## config.mk

```make
export PLATFORM = sky130hd
export DESIGN_NAME = iox_expander
export DESIGN_NICKNAME = d
export VERILOG_FILES = /design/src/logic/iox_pkg.sv /design/src/logic/iox_expander.sv /design/src/logic/iox_input_cond.sv
export SDC_FILE = /design/constraint.sdc
export NUM_CORES = 1
export LEC_CHECK = 0
export BUFFER_PORTS_ARGS = -buffer_cell sky130_fd_sc_hd__buf_2
export CORE_MARGIN = 5
export CORE_UTILIZATION = 45
export DETAILED_ROUTE_END_ITERATION = 16
export GPL_TIMING_DRIVEN = 0
export MAX_ROUTING_LAYER = met4
export PLACE_DENSITY = 0.64
export SYNTH_ARGS = -nofsm -noshare
export SYNTH_HDL_FRONTEND = slang
export SYNTH_HIERARCHICAL = 1
export SYNTH_SLANG_ARGS = --single-unit
```

## constraint.sdc

```tcl
create_clock -name MCLK -period 1.9 [get_ports MCLK]
set_input_delay 0.095 -clock MCLK [delete_from_list [all_inputs] [get_ports MCLK]]
set_output_delay 0.095 -clock MCLK [all_outputs]
set_load 0.1 [all_outputs]
```

## src/logic/iox_pkg.sv

```systemverilog
// Package of constants and types for the four-bit I2C I/O expander.
//
// Contract
// - Answer only slave address 1000001 in bits 7..1; bit 0 high means read.
// - First byte after a write address is the command byte, latched as pointer.
// - Pointer 0 input levels, 1 output latch, 2 polarity, 3 direction.
// - Input levels reflect every pin's sampled level, whatever its direction.
// - Input register is read-only; writes to it are acked and change nothing.
// - Input register bits 7..4 read one; bits 3..0 follow the pins.
// - Clock and data inputs ignore glitches of up to 50 ns.
// - Pointer never auto-increments; repeated reads hit the same register.
// - Set polarity bits invert the matching input bits on reads; reset zero.
// - Set direction bit makes pin an input, clear drives latch; reset ones.
// - Output latch reads back stored value, resets to ones, ignored on inputs.
package iox_pkg;

  // Slave address and transfer direction bit.
  localparam logic [6:0] SLAVE_ADDR = 7'h41;
  localparam int RW_BIT = 0;

  // Command byte values selecting the registers.
  localparam logic [1:0] PTR_LEVELS = 2'h0;
  localparam logic [1:0] PTR_LATCH = 2'h1;
  localparam logic [1:0] PTR_POLARITY = 2'h2;
  localparam logic [1:0] PTR_DIRECTION = 2'h3;
  localparam logic [1:0] PTR_RESET = 2'h0;

  // Pin count and register fill values.
  localparam int NUM_PINS = 4;
  localparam logic [3:0] LEVELS_HIGH_NIBBLE = 4'hf;
  localparam logic [3:0] LATCH_RESET = 4'hf;
  localparam logic [3:0] POLARITY_RESET = 4'h0;
  localparam logic [3:0] DRIVE_EN_RESET = 4'h0;
  localparam logic [3:0] LATCH_HIGH_NIBBLE = 4'hf;
  localparam logic [3:0] POLARITY_HIGH_NIBBLE = 4'h0;
  localparam logic [3:0] DIRECTION_HIGH_NIBBLE = 4'hf;

  // Input conditioner: SCL, SDA and the four pins, all idle high.
  localparam int COND_W = 6;
  localparam logic [5:0] COND_RESET = 6'h3f;

  // Spike suppression time and its count of MCLK cycles, rounded up.
  localparam int SPIKE_NS = 50;
  localparam int MCLK_KHZ = 25000;
  localparam int FILT_CYCLES = (SPIKE_NS * MCLK_KHZ + 999999) / 1000000;
  localparam int CNT_W = 2;

  // Serial engine states.
  typedef enum logic [2:0] {
    ST_IDLE,
    ST_RX,
    ST_ACK,
    ST_TX,
    ST_MACK,
    ST_WAIT
  } iox_state_t;

  // Which byte of the transfer is being received.
  typedef enum logic [1:0] {
    KIND_ADDR,
    KIND_CMD,
    KIND_DATA
  } iox_kind_t;

endpackage : iox_pkg

```

## src/logic/iox_expander.sv

```systemverilog
// Top of the four-bit I2C I/O expander: serial slave engine and port registers.
`timescale 1ns/1ps
`default_nettype none

module iox_expander (
  // Clock and reset.
  input wire logic MCLK,
  input wire logic RST_N,
  // Serial bus; SDA is open drain and only ever pulled low.
  input wire logic SCL,
  input wire logic SDA,
  output logic SDA_DATA,
  output logic SDA_OE,
  // Port pins.
  input wire logic [iox_pkg::NUM_PINS-1:0] GPIO_PIN,
  output logic [iox_pkg::NUM_PINS-1:0] GPIO_PIN_LATCH,
  output logic [iox_pkg::NUM_PINS-1:0] GPIO_PIN_OE
);

  logic [iox_pkg::COND_W-1:0] clean;
  logic scl_f;
  logic sda_f;
  logic [3:0] level_bits;
  logic scl_prev_reg;
  logic sda_prev_reg;
  logic scl_rise;
  logic scl_fall;
  logic start_seen;
  logic stop_seen;

  iox_pkg::iox_state_t state_reg;
  iox_pkg::iox_state_t state_next;
  iox_pkg::iox_kind_t kind_reg;
  iox_pkg::iox_kind_t kind_next;
  logic [2:0] bit_cnt_reg;
  logic [2:0] bit_cnt_next;
  logic [7:0] shift_reg;
  logic [7:0] shift_next;
  logic full_reg;
  logic full_next;
  logic read_reg;
  logic read_next;
  logic sda_oe_reg;
  logic sda_oe_next;
  logic [1:0] ptr_reg;
  logic [1:0] ptr_next;
  logic [3:0] latch_reg;
  logic [3:0] latch_next;
  logic [3:0] polarity_reg;
  logic [3:0] polarity_next;
  logic [3:0] drive_en_reg;
  logic [3:0] drive_en_next;

  //////////////////////////////////////////////////////////////////////////////

  // Byte that a read returns for the current pointer.
  function automatic logic [7:0] read_value(input logic [1:0] ptr, input logic [3:0] lvl, input logic [3:0] lat,
                                            input logic [3:0] pol, input logic [3:0] drv);
    logic [7:0] v;
    v = 8'h00;
    case (ptr)
      iox_pkg::PTR_LEVELS: v = {iox_pkg::LEVELS_HIGH_NIBBLE, lvl ^ pol};
      iox_pkg::PTR_LATCH: v = {iox_pkg::LATCH_HIGH_NIBBLE, lat};
      iox_pkg::PTR_POLARITY: v = {iox_pkg::POLARITY_HIGH_NIBBLE, pol};
      iox_pkg::PTR_DIRECTION: v = {iox_pkg::DIRECTION_HIGH_NIBBLE, ~drv};
      default: v = 8'h00;
    endcase
    return v;
  endfunction : read_value

  //////////////////////////////////////////////////////////////////////////////

  // All six inputs share one conditioner so they see equal delay.
  iox_input_cond u_cond (
    .clk(MCLK),
    .rst_n(RST_N),
    .raw_in({GPIO_PIN, SDA, SCL}),
    .clean_out(clean)
  );

  assign scl_f = clean[0];
  assign sda_f = clean[1];
  assign level_bits = clean[5:2];

  // Edge and condition detection on the filtered bus lines.
  assign scl_rise = scl_f & ~scl_prev_reg;
  assign scl_fall = ~scl_f & scl_prev_reg;
  assign start_seen = scl_f & scl_prev_reg & sda_prev_reg & ~sda_f;
  assign stop_seen = scl_f & scl_prev_reg & ~sda_prev_reg & sda_f;

  //////////////////////////////////////////////////////////////////////////////

  // Serial engine; SDA is changed only after SCL falls, which gives data hold for free.
  always_comb begin
    state_next = state_reg;
    kind_next = kind_reg;
    bit_cnt_next = bit_cnt_reg;
    shift_next = shift_reg;
    full_next = full_reg;
    read_next = read_reg;
    sda_oe_next = sda_oe_reg;
    ptr_next = ptr_reg;
    latch_next = latch_reg;
    polarity_next = polarity_reg;
    drive_en_next = drive_en_reg;
    if (start_seen) begin
      // A repeated start restarts address reception from any state.
      state_next = iox_pkg::ST_RX;
      kind_next = iox_pkg::KIND_ADDR;
      bit_cnt_next = 3'h0;
      full_next = 1'b0;
      sda_oe_next = 1'b0;
    end else if (stop_seen) begin
      state_next = iox_pkg::ST_IDLE;
      sda_oe_next = 1'b0;
    end else begin
      case (state_reg)
        iox_pkg::ST_IDLE: begin
          sda_oe_next = 1'b0;
        end
        iox_pkg::ST_RX: begin
          if (scl_rise && !full_reg) begin
            shift_next = {shift_reg[6:0], sda_f};
            bit_cnt_next = bit_cnt_reg + 3'h1;
            full_next = (bit_cnt_reg == 3'h7);
          end else if (scl_fall && full_reg) begin
            full_next = 1'b0;
            case (kind_reg)
              iox_pkg::KIND_ADDR: begin
                if (shift_reg[7:1] == iox_pkg::SLAVE_ADDR) begin
                  read_next = shift_reg[iox_pkg::RW_BIT];
                  sda_oe_next = 1'b1;
                  state_next = iox_pkg::ST_ACK;
                end else begin
                  state_next = iox_pkg::ST_WAIT;
                end
              end
              iox_pkg::KIND_CMD: begin
                ptr_next = shift_reg[1:0];
                sda_oe_next = 1'b1;
                state_next = iox_pkg::ST_ACK;
              end
              default: begin
                // Data write; the input register takes the byte and keeps nothing.
                case (ptr_reg)
                  iox_pkg::PTR_LATCH: latch_next = shift_reg[3:0];
                  iox_pkg::PTR_POLARITY: polarity_next = shift_reg[3:0];
                  iox_pkg::PTR_DIRECTION: drive_en_next = ~shift_reg[3:0];
                  default: ;
                endcase
                sda_oe_next = 1'b1;
                state_next = iox_pkg::ST_ACK;
              end
            endcase
          end
        end
        iox_pkg::ST_ACK: begin
          if (scl_fall) begin
            bit_cnt_next = 3'h0;
            if (read_reg) begin
              shift_next = read_value(ptr_reg, level_bits, latch_reg, polarity_reg, drive_en_reg);
              sda_oe_next = ~shift_next[7];
              state_next = iox_pkg::ST_TX;
            end else begin
              kind_next = (kind_reg == iox_pkg::KIND_ADDR) ? iox_pkg::KIND_CMD : iox_pkg::KIND_DATA;
              sda_oe_next = 1'b0;
              state_next = iox_pkg::ST_RX;
            end
          end
        end
        iox_pkg::ST_TX: begin
          if (scl_fall) begin
            if (bit_cnt_reg == 3'h7) begin
              sda_oe_next = 1'b0;
              full_next = 1'b0;
              state_next = iox_pkg::ST_MACK;
            end else begin
              shift_next = {shift_reg[6:0], 1'b0};
              bit_cnt_next = bit_cnt_reg + 3'h1;
              sda_oe_next = ~shift_reg[6];
            end
          end
        end
        iox_pkg::ST_MACK: begin
          // The master's acknowledge bit is kept in the full flag until SCL falls.
          if (scl_rise) begin
            full_next = ~sda_f;
          end else if (scl_fall) begin
            full_next = 1'b0;
            bit_cnt_next = 3'h0;
            if (full_reg) begin
              shift_next = read_value(ptr_reg, level_bits, latch_reg, polarity_reg, drive_en_reg);
              sda_oe_next = ~shift_next[7];
              state_next = iox_pkg::ST_TX;
            end else begin
              state_next = iox_pkg::ST_WAIT;
            end
          end
        end
        iox_pkg::ST_WAIT: begin
          sda_oe_next = 1'b0;
        end
        default: begin
          state_next = iox_pkg::ST_IDLE;
          sda_oe_next = 1'b0;
        end
      endcase
    end
  end

  // Registers of the engine and the port; reset gives inputs and a high latch.
  always_ff @(posedge MCLK or negedge RST_N) begin
    if (!RST_N) begin
      scl_prev_reg <= 1'b1;
      sda_prev_reg <= 1'b1;
      state_reg <= iox_pkg::ST_IDLE;
      kind_reg <= iox_pkg::KIND_ADDR;
      bit_cnt_reg <= 3'h0;
      shift_reg <= 8'h00;
      full_reg <= 1'b0;
      read_reg <= 1'b0;
      sda_oe_reg <= 1'b0;
      ptr_reg <= iox_pkg::PTR_RESET;
      latch_reg <= iox_pkg::LATCH_RESET;
      polarity_reg <= iox_pkg::POLARITY_RESET;
      drive_en_reg <= iox_pkg::DRIVE_EN_RESET;
    end else begin
      scl_prev_reg <= scl_f;
      sda_prev_reg <= sda_f;
      state_reg <= state_next;
      kind_reg <= kind_next;
      bit_cnt_reg <= bit_cnt_next;
      shift_reg <= shift_next;
      full_reg <= full_next;
      read_reg <= read_next;
      sda_oe_reg <= sda_oe_next;
      ptr_reg <= ptr_next;
      latch_reg <= latch_next;
      polarity_reg <= polarity_next;
      drive_en_reg <= drive_en_next;
    end
  end

  //////////////////////////////////////////////////////////////////////////////

  // Outputs other than the tied-low SDA_DATA come straight from flops; the latch always reaches the pin, the enable decides.
  assign SDA_DATA = 1'b0;
  assign SDA_OE = sda_oe_reg;
  assign GPIO_PIN_LATCH = latch_reg;
  assign GPIO_PIN_OE = drive_en_reg;

endmodule : iox_expander

`default_nettype wire

```

## src/logic/iox_input_cond.sv

```systemverilog
// Three-flop synchroniser and spike filter for the serial and pin inputs.
`timescale 1ns/1ps
`default_nettype none

module iox_input_cond (
  // Clock and reset.
  input wire logic clk,
  input wire logic rst_n,
  // Raw asynchronous inputs.
  input wire logic [iox_pkg::COND_W-1:0] raw_in,
  // Filtered levels.
  output logic [iox_pkg::COND_W-1:0] clean_out
);

  logic [iox_pkg::COND_W-1:0] s1_reg;
  logic [iox_pkg::COND_W-1:0] s2_reg;
  logic [iox_pkg::COND_W-1:0] s3_reg;
  logic [iox_pkg::COND_W-1:0] out_reg;
  logic [iox_pkg::COND_W-1:0] out_next;
  logic [iox_pkg::CNT_W-1:0] cnt_reg [iox_pkg::COND_W];
  logic [iox_pkg::CNT_W-1:0] cnt_next [iox_pkg::COND_W];

  //////////////////////////////////////////////////////////////////////////////

  // A new level is taken only after stages two and three agree for longer than a spike can last.
  always_comb begin
    out_next = out_reg;
    for (int i = 0; i < iox_pkg::COND_W; i++) begin
      cnt_next[i] = '0;
      if (s2_reg[i] == s3_reg[i] && s3_reg[i] != out_reg[i]) begin
        if (cnt_reg[i] == iox_pkg::CNT_W'(iox_pkg::FILT_CYCLES)) begin
          out_next[i] = s3_reg[i];
        end else begin
          cnt_next[i] = cnt_reg[i] + iox_pkg::CNT_W'(1);
        end
      end
    end
  end

  // Stage one feeds stage two only, so no logic sees a metastable value.
  always_ff @(posedge clk or negedge rst_n) begin
    if (!rst_n) begin
      s1_reg <= iox_pkg::COND_RESET;
      s2_reg <= iox_pkg::COND_RESET;
      s3_reg <= iox_pkg::COND_RESET;
      out_reg <= iox_pkg::COND_RESET;
      for (int i = 0; i < iox_pkg::COND_W; i++) begin
        cnt_reg[i] <= '0;
      end
    end else begin
      s1_reg <= raw_in;
      s2_reg <= s1_reg;
      s3_reg <= s2_reg;
      out_reg <= out_next;
      for (int i = 0; i < iox_pkg::COND_W; i++) begin
        cnt_reg[i] <= cnt_next[i];
      end
    end
  end

  assign clean_out = out_reg;

endmodule : iox_input_cond

`default_nettype wire

```

### Yosys cells after proc, flatten, opt, wreduce, memory -nomap -nowiden

Cells that the tools add are included.

* output and inout bits: 10
* bits in registers: 71
* word-level logic and storage cells: 232
* input port bits: 8

* eq/ne operators: 56
* $add $sub $neg: 7
* multiplexer cells: 84
* reduce and logical (&&, ||, !) cells: 36
* bitwise gates (word level): 21

Operators by type and width (number)
* two-way mux 8 bit: 19
* case mux 8 bit (4 select lines): 2
* two-way mux 3 bit: 19
* inequality test 4 bit, second input constant: 10
* two-way mux 2 bit: 19
* AND reduction 7 bit: 4
* two-way mux 1 bit: 21
* inequality test 2 bit, second input constant: 10
* AND reduction 6 bit: 3
* equality test 2 bit, second input constant: 8
* AND reduction 8 bit: 2
* inequality test 3 bit, second input constant: 5
* case mux 3 bit (5 select lines): 1
* adder 2 x 1 -> 2 bit, second input constant: 6
* case mux 3 bit (4 select lines): 1
* AND reduction 2 bit: 6
* NOT 1 bit: 11
* AND reduction 11 bit: 1
* equality test 3 bit, second input constant: 3
* logical AND 1 bit: 8
* NOT 4 bit: 2
* nonzero test 4 bit: 2
* bitwise AND 1 bit: 7
* equality test 7 bit, second input constant: 1
* 18 further kinds: 33

### Depth between registers and ports, before layout

* word-level depth: 15
* gate-level depth with buffers: 9
* depth with buffers taken out: 7

### Modules after synthesis

Netlist, hierarchy kept.

Modules (own cells, without submodules)
* iox_expander: times used 1, sequential area each 883.3 um^2, area an instance 2154.6 um^2, cells an instance 220
* iox_input_cond: times used 1, sequential area each 930.9 um^2, area an instance 1353.8 um^2, cells an instance 96

### Worst setup path after synthesis

No wires, ideal clock.

* path kind: reg-to-reg
* start point: reg scl_prev_reg
* end point: reg ptr_reg[0]
* slack: -0.148 ns
* path buffers: 1
* stages on the path, launching flop included: 8
* data required time: 1.775 ns
* arrival: 1.923 ns
* library setup time: 0.125 ns
* period minus slack after synthesis: 2.048 ns
* cell sequence: dfstp_2 > ha_1 > clkbuf_1 > nand2_1 > or2_1 > nand2b_1 > nor3b_2 > mux2_2

* longest elaborated chain between the ends: 5
* elaborated cells between the ends (all ways): 14
* classes of those cells: 11 x bitwise; 3 x reduce/logical

RTL lines
* start, declared: RTL line iox_expander.sv:24 `logic scl_prev_reg;`
* start signal, assigned: RTL line iox_expander.sv:228 `scl_prev_reg <= scl_f;`
* bitwise AND 1 bit / NOT 1 bit (equally long branches): RTL line iox_expander.sv:88, iox_expander.sv:89, iox_expander.sv:86
* bitwise AND 1 bit (on tied branches): RTL line iox_expander.sv:89, iox_expander.sv:86, iox_expander.sv:88
* bitwise AND 1 bit, or another cell as far along: RTL line iox_expander.sv:89 `assign stop_seen = scl_f & scl_prev_reg & ~sda_prev_reg & sda_f;`
* NOT 1 bit (no source line)
* AND reduction 6 bit (no source line) *
* end signal, assigned: RTL line iox_expander.sv:223 `ptr_reg <= iox_pkg::PTR_RESET;`
* end signal, assigned: RTL line iox_expander.sv:237 `ptr_reg <= ptr_next;`
* end, declared: RTL line iox_expander.sv:45 `logic [1:0] ptr_reg;`

Every way passes the cells marked *; elsewhere a longest branch is shown, timed or not.
A chain may end at the register's enable or synchronous reset.

### Final worst setup path

* start point: reg state_reg[1]
* end point: reg ptr_reg[0]

* longest elaborated chain between the ends: 2

RTL lines
* start, declared: RTL line iox_expander.sv:31 `iox_pkg::iox_state_t state_reg;`
* start signal, assigned: RTL line iox_expander.sv:216 `state_reg <= iox_pkg::ST_IDLE;`
* start signal, assigned: RTL line iox_expander.sv:230 `state_reg <= state_next;`
* equality test 3 x 1 -> 1 bit: RTL line iox_expander.sv:117 `case (state_reg)`
* AND reduction 6 bit (no source line)

Every way passes these cells.

==> out/summary.txt <==
status: complete, but fails checks
failing checks: negative setup slack
post-layout util: 55.5%
Vias/cell: 5.38
PwrDens: 855 nW/µm²
number of remaining DRC errors: 0
CP arrival: 2.23 ns
clk_lat worst skew: 0.35 ns
worst hold path class: reg2reg
slew margin rel.: 42.7%
M1 WL: 3230 µm
CP Data Required Time: 2.13 ns
io pins: 18
Syn Area/Cell: 11.1 µm²
clock network power share: 35.3%
Yosys cell types: 51
yosys warns: 6
GR Overflow Total: 0
RSZ-0062 raised after global routing: true
final setup TNS: -0.563 ns
register share of total power: 48.6%
initial antenna violation count: 0
final worst slack: -0.100 ns
Area growth syn-to-layout: 21.1%
Mapped Area: 3510 µm²
maximum VDD drop: 478 µV
# setup viols final: 11
Final Cycle Share: 105%
row count: 32
routed length on met3: 265 µm
DR WL met2: 3220 µm
Maximum Capacitance Violations: 0
Switch Pwr: 1.00 mW
initial DRC count: 92
Critical Path Fanout Max: 10
DR pass1 iterations: 4
Initial Util: 45.9%
CTS tree: built
top routing layer used: met4
Die Y: 98.3 µm
critical-path cell list: buf_6 -> or3b_4 -> or2_4 -> nand2b_4 -> nor3b_4 -> mux2_4
Worst Setup End Kind: flip-flop
Primary FF master, synth: dfrtp_1
Tmin final: 2.00 ns
Vias: 2501
CTS max path bufs: 2
CP max-delay cell: dfrtp_1
fraction of layout cells with a size suffix above 1: 35.3%
final WL: 6820 µm
worst path bufs/invs: 1
FF-to-FF Start: state_reg[1]
Die ar.: 9660 µm²
Post-synth EDFFs: 0
Crit Path Class: reg2reg
Synth area leaders: dfrtp_1, dfstp_2, mux2_2, mux2i_1, nor2b_1
sw frac: 27.6%
Ant. Diodes: 0
sequential cell area: 1810 µm²
GP Congestion: 0.923
asr flop ratio synth: 100%
startpoint types: flip-flop
CP top delay family: simple AND/OR/NAND/NOR gates
Routed Antenna Nets: 0
multi-input logic area: 1700 µm²
Synthesized Nets: 329
synthesized flop and latch total: 71
gr usage total: 14.9%
Fillers: 649
Fmax: 500 MHz
Max Slew Vio Count: 0
H-tree depth: 3
CTS root buf: clkbuf_8
Clock Pin Slew Worst Setup and Hold Paths: 0.08 ns
vias in the first global route: 2403
largest net degree at the start of global routing: 72
Routed WL per cell: 14.7 µm
critical path startpoint: state_reg[1]
slowest stage delay, CP: 0.38 ns
final hold violations: 0
Gate power share: 16.1%
Power Total: 3.63 mW
Largest register FFs: 12
cells after synthesis: 316
Final Net Count: 371
Leak: 1.77 nW
post-synth top area cell: dfrtp_1
clk sinks: 71
core area: 7650 µm²
clk_skew: 0.00903 ns
I/O Buffers: 16
hold_sp: u_cond/s1_reg[4]
sequential share of the synthesized area: 51.7%
slew at the pin closest to its max-slew limit: 0.859 ns
TritonCTS buffer count: 9
first-pass GRT wire length: 11400 µm
Detailed Place HPWL: 4530 µm
Synth top area share: 29.2%
Internal Pwr Total: 2.63 mW
Die Width: 98.3 µm
[layout make-up]
class	count	share of cell area, %
sequential	71	42.7
clock inverter	5	1.50
buffer	10	1.68
inverter	23	2.03
tap	102	3.00
clock buffer	11	3.59
timing repair buffer	33	5.36
multi-input combinational	210	40.1
[placed cells by master (no fill, tap or decap), types with 3 or more instances in the layout]
cell,count
clkbuf_8,9
o22ai_1,5
ha_4,3
a21oi_1,13
nand2b_1,13
dlygate4sd3_1,7
o211ai_1,12
dfstp_2,30
buf_4,12
dfrtp_1,41
inv_1,22
mux2_2,12
nor2b_1,15
a211oi_2,5
nand4b_1,6
or3b_1,6
mux2i_1,13
o21ai_0,17
clkbuf_1,4
nand3b_1,9
nand2_1,11
mux2_4,3
nor2_1,8
xnor2_1,4
buf_2,17
a31oi_1,3
[through the flow]
step | hold slack [ns] | std cells | setup WS, ns | instance area [µm²]
after floorplan | -0.201 | 316 | -0.0308 | 3540
after global placement | 0.200 | 434 | -0.215 | 3740
after detailed placement | 0.201 | 434 | -0.214 | 3750
after CTS | 0.356 | 463 | -0.135 | 4160
after global routing | 0.365 | 465 | -0.151 | 4250
final | 0.357 | 465 | -0.100 | 4250
[per-layer routing]
| metal | vias up | GRT usage, % |
|---|---|---|
| met5 | - | - |
| met3 | 13 | 4.43 |
| met4 | 0 | 4.94 |
| met1 | 1231 | 19.8 |
| met2 | 43 | 22.0 |
| li1 | 1214 | - |
[cells by family after synthesis]
family / synth area share (%)
XOR/XNOR: 1.25
AND/OR/NAND/NOR: 17.2
flip-flops: 51.7
other: 0.107
AO/OA/AOI/OAI: 14.8
buffers and inverters: 4.39
multiplexers: 8.81
adder cells (fa/ha/maj): 1.78
[power groups by stage]
stage               registers, mW  logic (mW)  clock network [mW]
floorplan                    1.75       0.356                   0
global placement             1.78       0.459                   0
detailed placement           1.79       0.467                   0
CTS                          1.76       0.524                1.32
global route                 1.78       0.638                1.40
finish                       1.76       0.584                1.28
[synthesized netlist by cell type (3+ instances only)]
library cell,count
nand2b_1,14
nand3b_1,9
mux2i_1,14
o22ai_1,5
nor2b_1,17
o211ai_1,12
buf_2,3
or3b_1,7
or2_2,3
nand2_1,13
nor2_1,9
a31oi_1,3
xnor2_1,4
dfstp_2,30
inv_1,23
ha_1,5
a211oi_2,5
clkbuf_1,6
o21ai_0,19
mux2_2,15
dfrtp_1,41
a21oi_1,14
nand4b_1,6
[final timing paths]
check | end | cells past startpoint | slack (ns)
worst max register to register | ptr_reg[0] | 6 | -0.10
worst min-delay path | u_cond/s2_reg[4] | 0 | 0.36
max in group asynchronous | GPIO_PIN_OE[3] | 2 | 0.94
worst min register to register | u_cond/s2_reg[4] | 0 | 0.36
min in group asynchronous | SDA_OE | 2 | 0.39
worst max-delay path | ptr_reg[0] | 6 | -0.10
[repair_timing]
| action | CTS | global route |
|---|---|---|
| cloned | 1 | 0 |
| hold buffers | 7 | 0 |
| gates resized for setup | 19 | 20 |
| hold endpoints to repair | 47 | 0 |
| setup endpoints to repair | 23 | 29 |
| pin swaps | 3 | 5 |
| setup buffers | 6 | 4 |
Power figures use the tool's default switching activity.
